File: src/inc/cgr_pkg.sv
package cgr_pkg;

  // register indices; the byte address on the bus is four times the index
  localparam logic [7:0] IDX_OFS_LO = 8'h0A;
  localparam logic [7:0] IDX_OFS_MID = 8'h0B;
  localparam logic [7:0] IDX_OFS_HI = 8'h0C;
  localparam logic [7:0] IDX_GAIN_LO = 8'h0D;
  localparam logic [7:0] IDX_GAIN_MID = 8'h0E;
  localparam logic [7:0] IDX_GAIN_HI = 8'h0F;
  localparam logic [7:0] IDX_PIN_DIR_LVL = 8'h10;
  localparam logic [7:0] IDX_PIN_SEL = 8'h11;

  // reset values
  localparam logic [7:0] RST_BYTE = 8'h00;
  localparam logic [3:0] RST_NIBBLE = 4'h0;

  // field layout of the byte registers
  localparam int BYTE_W = 8;
  localparam int NIB_W = 4;
  localparam int DIR_LO = 4;
  localparam int LVL_LO = 0;
  localparam int SEL_LO = 0;
  localparam int CAL_BYTES = 3;

  // register word width on the bus
  localparam int DATA_W = 32;

  // which register an access selects
  typedef enum logic [3:0] {
    REG_NONE = 4'b0000,
    REG_OFS_LO = 4'b0001,
    REG_OFS_MID = 4'b0010,
    REG_OFS_HI = 4'b0011,
    REG_GAIN_LO = 4'b0100,
    REG_GAIN_MID = 4'b0101,
    REG_GAIN_HI = 4'b0110,
    REG_PIN_DIR_LVL = 4'b0111,
    REG_PIN_SEL = 4'b1000
  } cgr_reg_t;

  // bus slave phase
  typedef enum logic [1:0] {
    ST_IDLE = 2'b00,
    ST_ACK = 2'b01
  } cgr_state_t;

  // byte address of a register index
  function automatic logic [DATA_W-1:0] byte_addr(input logic [7:0] idx);
    byte_addr = {22'h000000, idx, 2'b00};
  endfunction

endpackage

File: src/inc/cgr_pin_if.sv
interface cgr_pin_if #(parameter int NUM_PINS = 4);
  // register side settings
  logic [NUM_PINS-1:0] dir;
  logic [NUM_PINS-1:0] level;
  logic [NUM_PINS-1:0] dsel;
  // sampled pin levels
  logic [NUM_PINS-1:0] pin_level;

  modport regs (
    output dir,
    output level,
    output dsel,
    input pin_level
  );

  modport ctrl (
    input dir,
    input level,
    input dsel,
    output pin_level
  );
endinterface

File: src/verilog/cgr_top.sv
// Function
// - offset word in three read-write bytes, 0Ah to 0Ch, reset zero
// - gain word in three read-write bytes, 0Dh to 0Fh, reset zero
// - register 10h bits 7:4 set pin direction, zero output, one input
// - register 10h bits 3:0 hold pin levels, input read or output drive
// - register 11h bits 3:0 pick analog input (zero) or digital pin (one)
module cgr_top #(
  parameter int ADDR_WIDTH = 8,
  parameter int NUM_PINS = 4,
  parameter int CAL_WIDTH = 24
) (
  // clock and reset
  input wire logic ref_clk,
  input wire logic sys_rst,
  // apb slave
  input wire logic psel,
  input wire logic penable,
  input wire logic pwrite,
  input wire logic [ADDR_WIDTH-1:0] paddr,
  input wire logic [31:0] pwdata,
  input wire logic [3:0] pstrb,
  output logic [31:0] prdata,
  output logic pready,
  output logic pslverr,
  // shared pins
  input wire logic [NUM_PINS-1:0] gpio_in,
  output logic [NUM_PINS-1:0] gpio_out,
  output logic [NUM_PINS-1:0] gpio_oe,
  output logic [NUM_PINS-1:0] ain_enable,
  // calibration words to the conversion datapath
  output logic [CAL_WIDTH-1:0] offset_correction,
  output logic [CAL_WIDTH-1:0] gain_correction
);

  // the byte layout fixes pin count and word width
  if (NUM_PINS != cgr_pkg::NIB_W)
  begin : g_bad_pins
    $error("NUM_PINS must equal the nibble width");
  end
  if (CAL_WIDTH != cgr_pkg::BYTE_W * cgr_pkg::CAL_BYTES)
  begin : g_bad_cal
    $error("CAL_WIDTH must be three bytes");
  end
  if (ADDR_WIDTH < 7 || ADDR_WIDTH > 31)
  begin : g_bad_addr
    $error("ADDR_WIDTH must be 7 to 31");
  end

  // byte lanes of a calibration word
  localparam int LANE_LO = 0;
  localparam int LANE_MID = 1;
  localparam int LANE_HI = 2;

  // register selected by a bus address; unaligned words select nothing
  function automatic cgr_pkg::cgr_reg_t decode(
    input logic [ADDR_WIDTH-1:0] addr
  );
    logic [cgr_pkg::DATA_W-1:0] a;
    a = {{(cgr_pkg::DATA_W-ADDR_WIDTH){1'b0}}, addr};
    if (a == cgr_pkg::byte_addr(cgr_pkg::IDX_OFS_LO))
      decode = cgr_pkg::REG_OFS_LO;
    else if (a == cgr_pkg::byte_addr(cgr_pkg::IDX_OFS_MID))
      decode = cgr_pkg::REG_OFS_MID;
    else if (a == cgr_pkg::byte_addr(cgr_pkg::IDX_OFS_HI))
      decode = cgr_pkg::REG_OFS_HI;
    else if (a == cgr_pkg::byte_addr(cgr_pkg::IDX_GAIN_LO))
      decode = cgr_pkg::REG_GAIN_LO;
    else if (a == cgr_pkg::byte_addr(cgr_pkg::IDX_GAIN_MID))
      decode = cgr_pkg::REG_GAIN_MID;
    else if (a == cgr_pkg::byte_addr(cgr_pkg::IDX_GAIN_HI))
      decode = cgr_pkg::REG_GAIN_HI;
    else if (a == cgr_pkg::byte_addr(cgr_pkg::IDX_PIN_DIR_LVL))
      decode = cgr_pkg::REG_PIN_DIR_LVL;
    else if (a == cgr_pkg::byte_addr(cgr_pkg::IDX_PIN_SEL))
      decode = cgr_pkg::REG_PIN_SEL;
    else
      decode = cgr_pkg::REG_NONE;
  endfunction

  // replace one byte lane of a calibration word
  function automatic logic [CAL_WIDTH-1:0] put_byte(
    input logic [CAL_WIDTH-1:0] word,
    input int lane,
    input logic [7:0] data
  );
    logic [CAL_WIDTH-1:0] w;
    w = word;
    w[lane*cgr_pkg::BYTE_W +: cgr_pkg::BYTE_W] = data;
    put_byte = w;
  endfunction

  // one byte lane of a calibration word
  function automatic logic [7:0] get_byte(
    input logic [CAL_WIDTH-1:0] word,
    input int lane
  );
    get_byte = word[lane*cgr_pkg::BYTE_W +: cgr_pkg::BYTE_W];
  endfunction

  cgr_pin_if #(.NUM_PINS(NUM_PINS)) pin_bus ();

  // bus slave state
  cgr_pkg::cgr_state_t state_q;
  cgr_pkg::cgr_state_t state_d;
  logic pready_q;
  logic pready_d;
  logic pslverr_q;
  logic pslverr_d;
  logic [31:0] prdata_q;
  logic [31:0] prdata_d;

  // register file
  logic [CAL_WIDTH-1:0] ofs_q;
  logic [CAL_WIDTH-1:0] ofs_d;
  logic [CAL_WIDTH-1:0] gain_q;
  logic [CAL_WIDTH-1:0] gain_d;
  logic [NUM_PINS-1:0] dir_q;
  logic [NUM_PINS-1:0] dir_d;
  logic [NUM_PINS-1:0] lvl_q;
  logic [NUM_PINS-1:0] lvl_d;
  logic [NUM_PINS-1:0] dsel_q;
  logic [NUM_PINS-1:0] dsel_d;

  cgr_pkg::cgr_reg_t sel;
  logic wr_en;
  logic [7:0] wbyte;
  logic [7:0] rbyte;
  logic [NUM_PINS-1:0] lvl_view;

  assign sel = decode(paddr);
  assign wbyte = pwdata[7:0];

  // level shows the pin for digital inputs, the stored bit otherwise
  assign lvl_view = (dsel_q & dir_q & pin_bus.pin_level)
    | (~(dsel_q & dir_q) & lvl_q);

  always_comb
  begin
    rbyte = cgr_pkg::RST_BYTE;
    case (sel)
      cgr_pkg::REG_OFS_LO:
        rbyte = get_byte(ofs_q, LANE_LO);
      cgr_pkg::REG_OFS_MID:
        rbyte = get_byte(ofs_q, LANE_MID);
      cgr_pkg::REG_OFS_HI:
        rbyte = get_byte(ofs_q, LANE_HI);
      cgr_pkg::REG_GAIN_LO:
        rbyte = get_byte(gain_q, LANE_LO);
      cgr_pkg::REG_GAIN_MID:
        rbyte = get_byte(gain_q, LANE_MID);
      cgr_pkg::REG_GAIN_HI:
        rbyte = get_byte(gain_q, LANE_HI);
      cgr_pkg::REG_PIN_DIR_LVL:
      begin
        rbyte[cgr_pkg::DIR_LO +: cgr_pkg::NIB_W] = dir_q;
        rbyte[cgr_pkg::LVL_LO +: cgr_pkg::NIB_W] = lvl_view;
      end
      cgr_pkg::REG_PIN_SEL:
      begin
        // upper nibble stays zero
        rbyte[cgr_pkg::SEL_LO +: cgr_pkg::NIB_W] = dsel_q;
      end
      default: rbyte = cgr_pkg::RST_BYTE;
    endcase
  end

  // bus handshake: answer one cycle into the access phase
  always_comb
  begin
    state_d = state_q;
    pready_d = 1'b0;
    pslverr_d = pslverr_q;
    prdata_d = prdata_q;
    case (state_q)
      cgr_pkg::ST_IDLE:
      begin
        if (psel && penable)
        begin
          state_d = cgr_pkg::ST_ACK;
          pready_d = 1'b1;
          pslverr_d = (sel == cgr_pkg::REG_NONE);
          prdata_d = pwrite ? 32'h0000_0000 : {24'h00_0000, rbyte};
        end
      end
      cgr_pkg::ST_ACK:
      begin
        state_d = cgr_pkg::ST_IDLE;
      end
      default:
      begin
        state_d = cgr_pkg::ST_IDLE;
      end
    endcase
  end

  always_ff @(posedge ref_clk or posedge sys_rst)
  begin
    if (sys_rst)
    begin
      state_q <= cgr_pkg::ST_IDLE;
      pready_q <= 1'b0;
      pslverr_q <= 1'b0;
      prdata_q <= 32'h0000_0000;
    end
    else
    begin
      state_q <= state_d;
      pready_q <= pready_d;
      pslverr_q <= pslverr_d;
      prdata_q <= prdata_d;
    end
  end

  // a write lands at the edge where the master sees pready high
  assign wr_en = (state_q == cgr_pkg::ST_ACK) && psel && penable && pwrite
    && !pslverr_q && pstrb[0];

  always_comb
  begin
    ofs_d = ofs_q;
    gain_d = gain_q;
    dir_d = dir_q;
    lvl_d = lvl_q;
    dsel_d = dsel_q;
    if (wr_en)
    begin
      case (sel)
        cgr_pkg::REG_OFS_LO:
          ofs_d = put_byte(ofs_q, LANE_LO, wbyte);
        cgr_pkg::REG_OFS_MID:
          ofs_d = put_byte(ofs_q, LANE_MID, wbyte);
        cgr_pkg::REG_OFS_HI:
          ofs_d = put_byte(ofs_q, LANE_HI, wbyte);
        cgr_pkg::REG_GAIN_LO:
          gain_d = put_byte(gain_q, LANE_LO, wbyte);
        cgr_pkg::REG_GAIN_MID:
          gain_d = put_byte(gain_q, LANE_MID, wbyte);
        cgr_pkg::REG_GAIN_HI:
          gain_d = put_byte(gain_q, LANE_HI, wbyte);
        cgr_pkg::REG_PIN_DIR_LVL:
        begin
          dir_d = wbyte[cgr_pkg::DIR_LO +: cgr_pkg::NIB_W];
          lvl_d = wbyte[cgr_pkg::LVL_LO +: cgr_pkg::NIB_W];
        end
        cgr_pkg::REG_PIN_SEL:
        begin
          // upper nibble is dropped, never stored
          dsel_d = wbyte[cgr_pkg::SEL_LO +: cgr_pkg::NIB_W];
        end
        default:
        begin
          dsel_d = dsel_q;
        end
      endcase
    end
  end

  always_ff @(posedge ref_clk or posedge sys_rst)
  begin
    if (sys_rst)
    begin
      ofs_q <= '0;
      gain_q <= '0;
      dir_q <= cgr_pkg::RST_NIBBLE;
      lvl_q <= cgr_pkg::RST_NIBBLE;
      dsel_q <= cgr_pkg::RST_NIBBLE;
    end
    else
    begin
      ofs_q <= ofs_d;
      gain_q <= gain_d;
      dir_q <= dir_d;
      lvl_q <= lvl_d;
      dsel_q <= dsel_d;
    end
  end

  assign pin_bus.dir = dir_q;
  assign pin_bus.level = lvl_q;
  assign pin_bus.dsel = dsel_q;

  cgr_pin_ctrl #(
    .NUM_PINS(NUM_PINS)
  ) u_pins (
    .ref_clk(ref_clk),
    .sys_rst(sys_rst),
    .cfg(pin_bus.ctrl),
    .gpio_in(gpio_in),
    .gpio_out(gpio_out),
    .gpio_oe(gpio_oe),
    .ain_enable(ain_enable)
  );

  assign prdata = prdata_q;
  assign pready = pready_q;
  assign pslverr = pslverr_q;
  assign offset_correction = ofs_q;
  assign gain_correction = gain_q;

endmodule

File: src/verilog/cgr_pin_ctrl.sv
module cgr_pin_ctrl #(
  parameter int NUM_PINS = 4
) (
  // clock and reset
  input wire logic ref_clk,
  input wire logic sys_rst,
  // settings from the register file
  cgr_pin_if.ctrl cfg,
  // shared pins
  input wire logic [NUM_PINS-1:0] gpio_in,
  output logic [NUM_PINS-1:0] gpio_out,
  output logic [NUM_PINS-1:0] gpio_oe,
  output logic [NUM_PINS-1:0] ain_enable
);

  logic [NUM_PINS-1:0] out_q;
  logic [NUM_PINS-1:0] out_d;
  logic [NUM_PINS-1:0] oe_q;
  logic [NUM_PINS-1:0] oe_d;
  logic [NUM_PINS-1:0] ain_q;
  logic [NUM_PINS-1:0] ain_d;
  logic [NUM_PINS-1:0] in_q;
  logic [NUM_PINS-1:0] in_d;

  always_comb
  begin
    // drive only digital pins set as outputs
    oe_d = cfg.dsel & ~cfg.dir;
    // level register sets the driven level
    out_d = cfg.level & oe_d;
    // zero select keeps the pin on the analog input
    ain_d = ~cfg.dsel;
    in_d = gpio_in;
  end

  always_ff @(posedge ref_clk or posedge sys_rst)
  begin
    if (sys_rst)
    begin
      out_q <= '0;
      oe_q <= '0;
      ain_q <= '1;
      in_q <= '0;
    end
    else
    begin
      out_q <= out_d;
      oe_q <= oe_d;
      ain_q <= ain_d;
      in_q <= in_d;
    end
  end

  assign gpio_out = out_q;
  assign gpio_oe = oe_q;
  assign ain_enable = ain_q;
  assign cfg.pin_level = in_q;

endmodule

File: config.mk
export PLATFORM = sky130hd
export DESIGN_NAME = cgr_top
export DESIGN_NICKNAME = d
export VERILOG_FILES = /design/src/inc/cgr_pkg.sv /design/src/inc/cgr_pin_if.sv /design/src/verilog/cgr_top.sv /design/src/verilog/cgr_pin_ctrl.sv
export SDC_FILE = /design/constraint.sdc
export NUM_CORES = 1
export LEC_CHECK = 0
export BUFFER_PORTS_ARGS = -buffer_cell sky130_fd_sc_hd__buf_2
export CAP_MARGIN = 20
export CORE_MARGIN = 1.5
export CORE_UTILIZATION = 54
export CTS_CLUSTER_DIAMETER = 40
export CTS_CLUSTER_SIZE = 8
export DETAILED_ROUTE_END_ITERATION = 12
export PLACE_DENSITY_LB_ADDON = 0.2
export SETUP_SLACK_MARGIN = 0.2
export SLEW_MARGIN = 20
export SYNTH_ARGS = -nofsm -noshare
export SYNTH_HDL_FRONTEND = slang
export SYNTH_SLANG_ARGS = --single-unit
File: constraint.sdc
create_clock -name ref_clk -period 6.3 [get_ports ref_clk]
set_clock_uncertainty 0.2 [all_clocks]
set_input_delay 0.63 -clock ref_clk [delete_from_list [all_inputs] [get_ports ref_clk]]
set_output_delay 0.63 -clock ref_clk [all_outputs]
set_load 0.1 [all_outputs]
==> results.py <==
metrics = {
    "die": {
        "core_mm2": 0.007370,
        "ioPinCount": 147,
        "die_area_mm2": 0.008261,
        "start_util": 0.5660,
        "placementRows": 31,
        "die_w_um": 90.89,
        "fp.dieH_um": 90.89,
    },
    "power": {
        "irDropWorstVdd_mv": 0.1109,
        "p_per_area_mw_per_mm2": 221.4,
        "p_leak_nw": 2.559,
    },
    "logic_synthesis": {
        "synth_area_mm2": 0.004172,
        "synthXorXnorAreaFrac": 0,
        "synthCells": 339,
        "synth_edf_count": 0,
        "synth_ff_type": "dfrtp_1",
        "synth_compound_area_frac": 0.08848,
        "synth-adder-area-share": 0,
        "synth_top_area_frac": 0.4979,
        "synth_top_family_by_area": "multiplexers",
        "syn_avg_cell_area_um2": 12.31,
        "netlist-cell-type-count": 55,
        "synth_area_leaders": "dfrtp_1, mux2_2, buf_4, dfstp_2, mux2i_1",
        "synthArstFlopShare": 1.000,
        "synthMuxAreaShare": 0.1887,
        "synth_warnings": 0,
        "ys_ff_latch": 87,
        "synth_top_cell_by_area": "dfrtp_1",
        "synth_simple_gate_area_frac": 0.1335,
        "yosysSeqAreaShare": 0.5231,
    },
    "route": {
        "first_pass_iters": 4,
        "drc": 0,
        "via_count": 2911,
        "avgViaCountPerCell": 5.401,
        "wire_per_inst_um": 17.15,
        "drt-initial-drc-count": 258,
        "totalWireLength_mm": 9.246,
        "ant_nets": 0,
    },
    "placement": {
        "place_inst": 523,
        "gp_congestion": 0.8390,
        "placed_area_mm2": 0.004642,
        "port-buffer-count": 95,
        "dp_hpwl_mm": 6.631,
    },
    "global_routing": {
        "grtUsageTotal": 0.2405,
        "overflow": 0,
        "grt_pass1_vias": 2775,
        "grt_start_max_net_pins": 88,
        "antenna_found_initial": 0,
        "grt_pass1_wl_mm": 15.23,
    },
    "clocking": {
        "cts_root_buf": "clkbuf_8",
        "insertion_delay_ns": 0.35,
        "cts_tree": "done",
        "htree_levels": 3,
        "cts_inserted_buffers": 9,
        "cts_setup_buffers": 0,
        "path_clk_slew_ns": 0.09,
        "clock_path_buffers": 2,
        "clkSinkCount": 87,
        "ctsResizeCount": 0,
        "holdBufCountCts": 0,
    },
    "timing": {
        "hold_violations": 0,
        "slew_headroom": 0.4774,
        "worst_pin_slew_ns": 0.7734,
        "fin_crit_sh": 0.4428,
        "finalCriticalPeriod_ns": 2.790,
        "fin_tns_setup_ns": 0,
        "setup_violations": 0,
        "rsz0062_at_grt": "no",
        "slew_viol_final": 0,
        "fmax_ghz": 0.3584,
    },
    "layout": {
        "fin_area_mm2": 0.004847,
        "layout.cells.non_filler": 539,
        "layout-drive-gt1-share": 0.4386,
        "antenna_cells": 0,
        "area_growth_pct": 16.20,
        "layout.nets": 488,
    },
    "setup_path": {
        "r2r_cells": 5,
        "critical_path_arrival_ns": 2.82,
        "cp.required_ns": 6.33,
        "path_class": "in -> reg",
        "worstSetupEndpointType": "flip-flop",
        "cp-start-kind": "input port",
        "path_max_fanout": 19,
    },
    "job": {
        "cap_violations": 0,
    },
    "worst_hold_path": {
        "min_path_cells": 1,
        "hold_path_class": "in -> reg",
    },
    "run_status": {
        "status": "completed",
    },
}
[cells in the mapped netlist (all sizes together), types with 2 or more instances]
cell type   n
clkbuf      5
nand2      21
mux2       61
dfstp       4
a32oi       3
dfrtp      83
o21ai      15
a21o        3
nor4bb      2
or2         2
buf        31
nor3b       2
nor3        2
nor4b       4
and3        2
a22oi       3
nor2b       3
mux2i      10
a211oi      2
a21oi       9
nor2       16
or4         2
and2        5
nand3      10
o211ai      2
a22o        8
nand3b      4
inv         9
[per-layer routing]
metal / track usage / vias to the layer above / wire [um]
met5: 0 / - / 0
met1: 0.3464 / 1436 / 4183
li1: - / 1365 / -
met2: 0.3716 / 106 / 4422
met4: 0.05339 / 0 / 57
met3: 0.05808 / 4 / 583
[flip-flops by register name (all words and copies together) (netlist names)]
name                  flops
state_q                   1
lvl_q                     4
u_pins.gpio_out           4
gain_correction          24
u_pins.cfg.pin_level      4
dsel_q                    4
pslverr                   1
prdata                    8
u_pins.gpio_oe            4
pready                    1
u_pins.ain_enable         4
dir_q                     4
offset_correction        24
[logic make-up after synthesis]
logic type             count (synthesis)
AO/OA/AOI/OAI                         54
buffers and inverters                 45
other                                  1
AND/OR/NAND/NOR                       81
flip-flops                            87
multiplexers                          71
[metrics by stage]
| stage | worst slack, ns | hold WS (ns) | total power, mW | util |
|---|---|---|---|---|
| floorplan | 3.226 | 0.2042 | 0.6805 | - |
| global placement | 3.171 | 0.2399 | 0.6923 | 0.6299 |
| detailed placement | 3.143 | 0.2458 | 0.6928 | 0.6299 |
| CTS | 3.506 | 0.1676 | 1.077 | 0.6572 |
| global route | 3.319 | 0.1544 | 1.109 | 0.6577 |
| finish | 3.510 | 0.1792 | 1.073 | 0.6577 |
[worst max-delay path, cell delays in order]
cell and delay [ns]:
buf_2 0.36, nor4bb_1 0.67, buf_4 0.26, nand2_4 0.09
nor3_4 0.41, mux2_2 0.39
[cell usage in the layout, fill, tap and decap left out, types with 3 or more instances in the layout]
| cell type | netlist | layout |
|---|---|---|
| a21o_1 | 3 | 3 |
| a21oi_1 | 9 | 9 |
| a22o_1 | 8 | 8 |
| a22oi_1 | 3 | 3 |
| a32oi_1 | 3 | 3 |
| and2_1 | 5 | 5 |
| buf_2 | 6 | 95 |
| clkbuf_8 | 0 | 11 |
| conb_1 | 1 | 24 |
| dfrtp_1 | 83 | 83 |
| dfstp_2 | 4 | 4 |
| inv_1 | 9 | 8 |
| mux2_2 | 59 | 59 |
| mux2i_1 | 10 | 10 |
| nand2_1 | 19 | 19 |
| nand3_1 | 7 | 7 |
| nand3_2 | 3 | 3 |
| nand3b_1 | 4 | 4 |
| nor2_1 | 13 | 13 |
| nor2b_1 | 3 | 3 |
| o21ai_0 | 15 | 15 |
[cell type report]
class | instances | area [um^2]
Clock inverter | 3 | 42.54
Fill cell | 591 | 2522
Sequential cell | 87 | 2182
Inverter | 9 | 35.03
Clock buffer | 13 | 158.9
Tap cell | 99 | 123.9
Multi-Input combinational cell | 230 | 1803
Timing Repair Buffer | 98 | 501.7
[worst paths after layout]
| kind | slack, ns | startpoint | end |
|---|---|---|---|
| worst min-delay path | 0.18 | gpio_in[0] | u_pins.cfg.pin_level[0] |
| worst max register to register | 4.02 | pslverr | gain_correction[1] |
| min in group asynchronous | 0.25 | sys_rst | offset_correction[21] |
| max in group asynchronous | 5.08 | sys_rst | dir_q[2] |
| worst min register to register | 0.26 | dsel_q[2] | u_pins.ain_enable[2] |
| worst max-delay path | 3.51 | paddr[4] | gain_correction[1] |
[where the power goes]
group	total, mW	leakage (nW)	switching (mW)	internal (mW)
registers	0.561	1.14	0.000933	0.560
clock network	0.391	0.0996	0.186	0.205
logic	0.121	1.32	0.106	0.0153
Note: power is estimated with default switching activity, not from simulation.
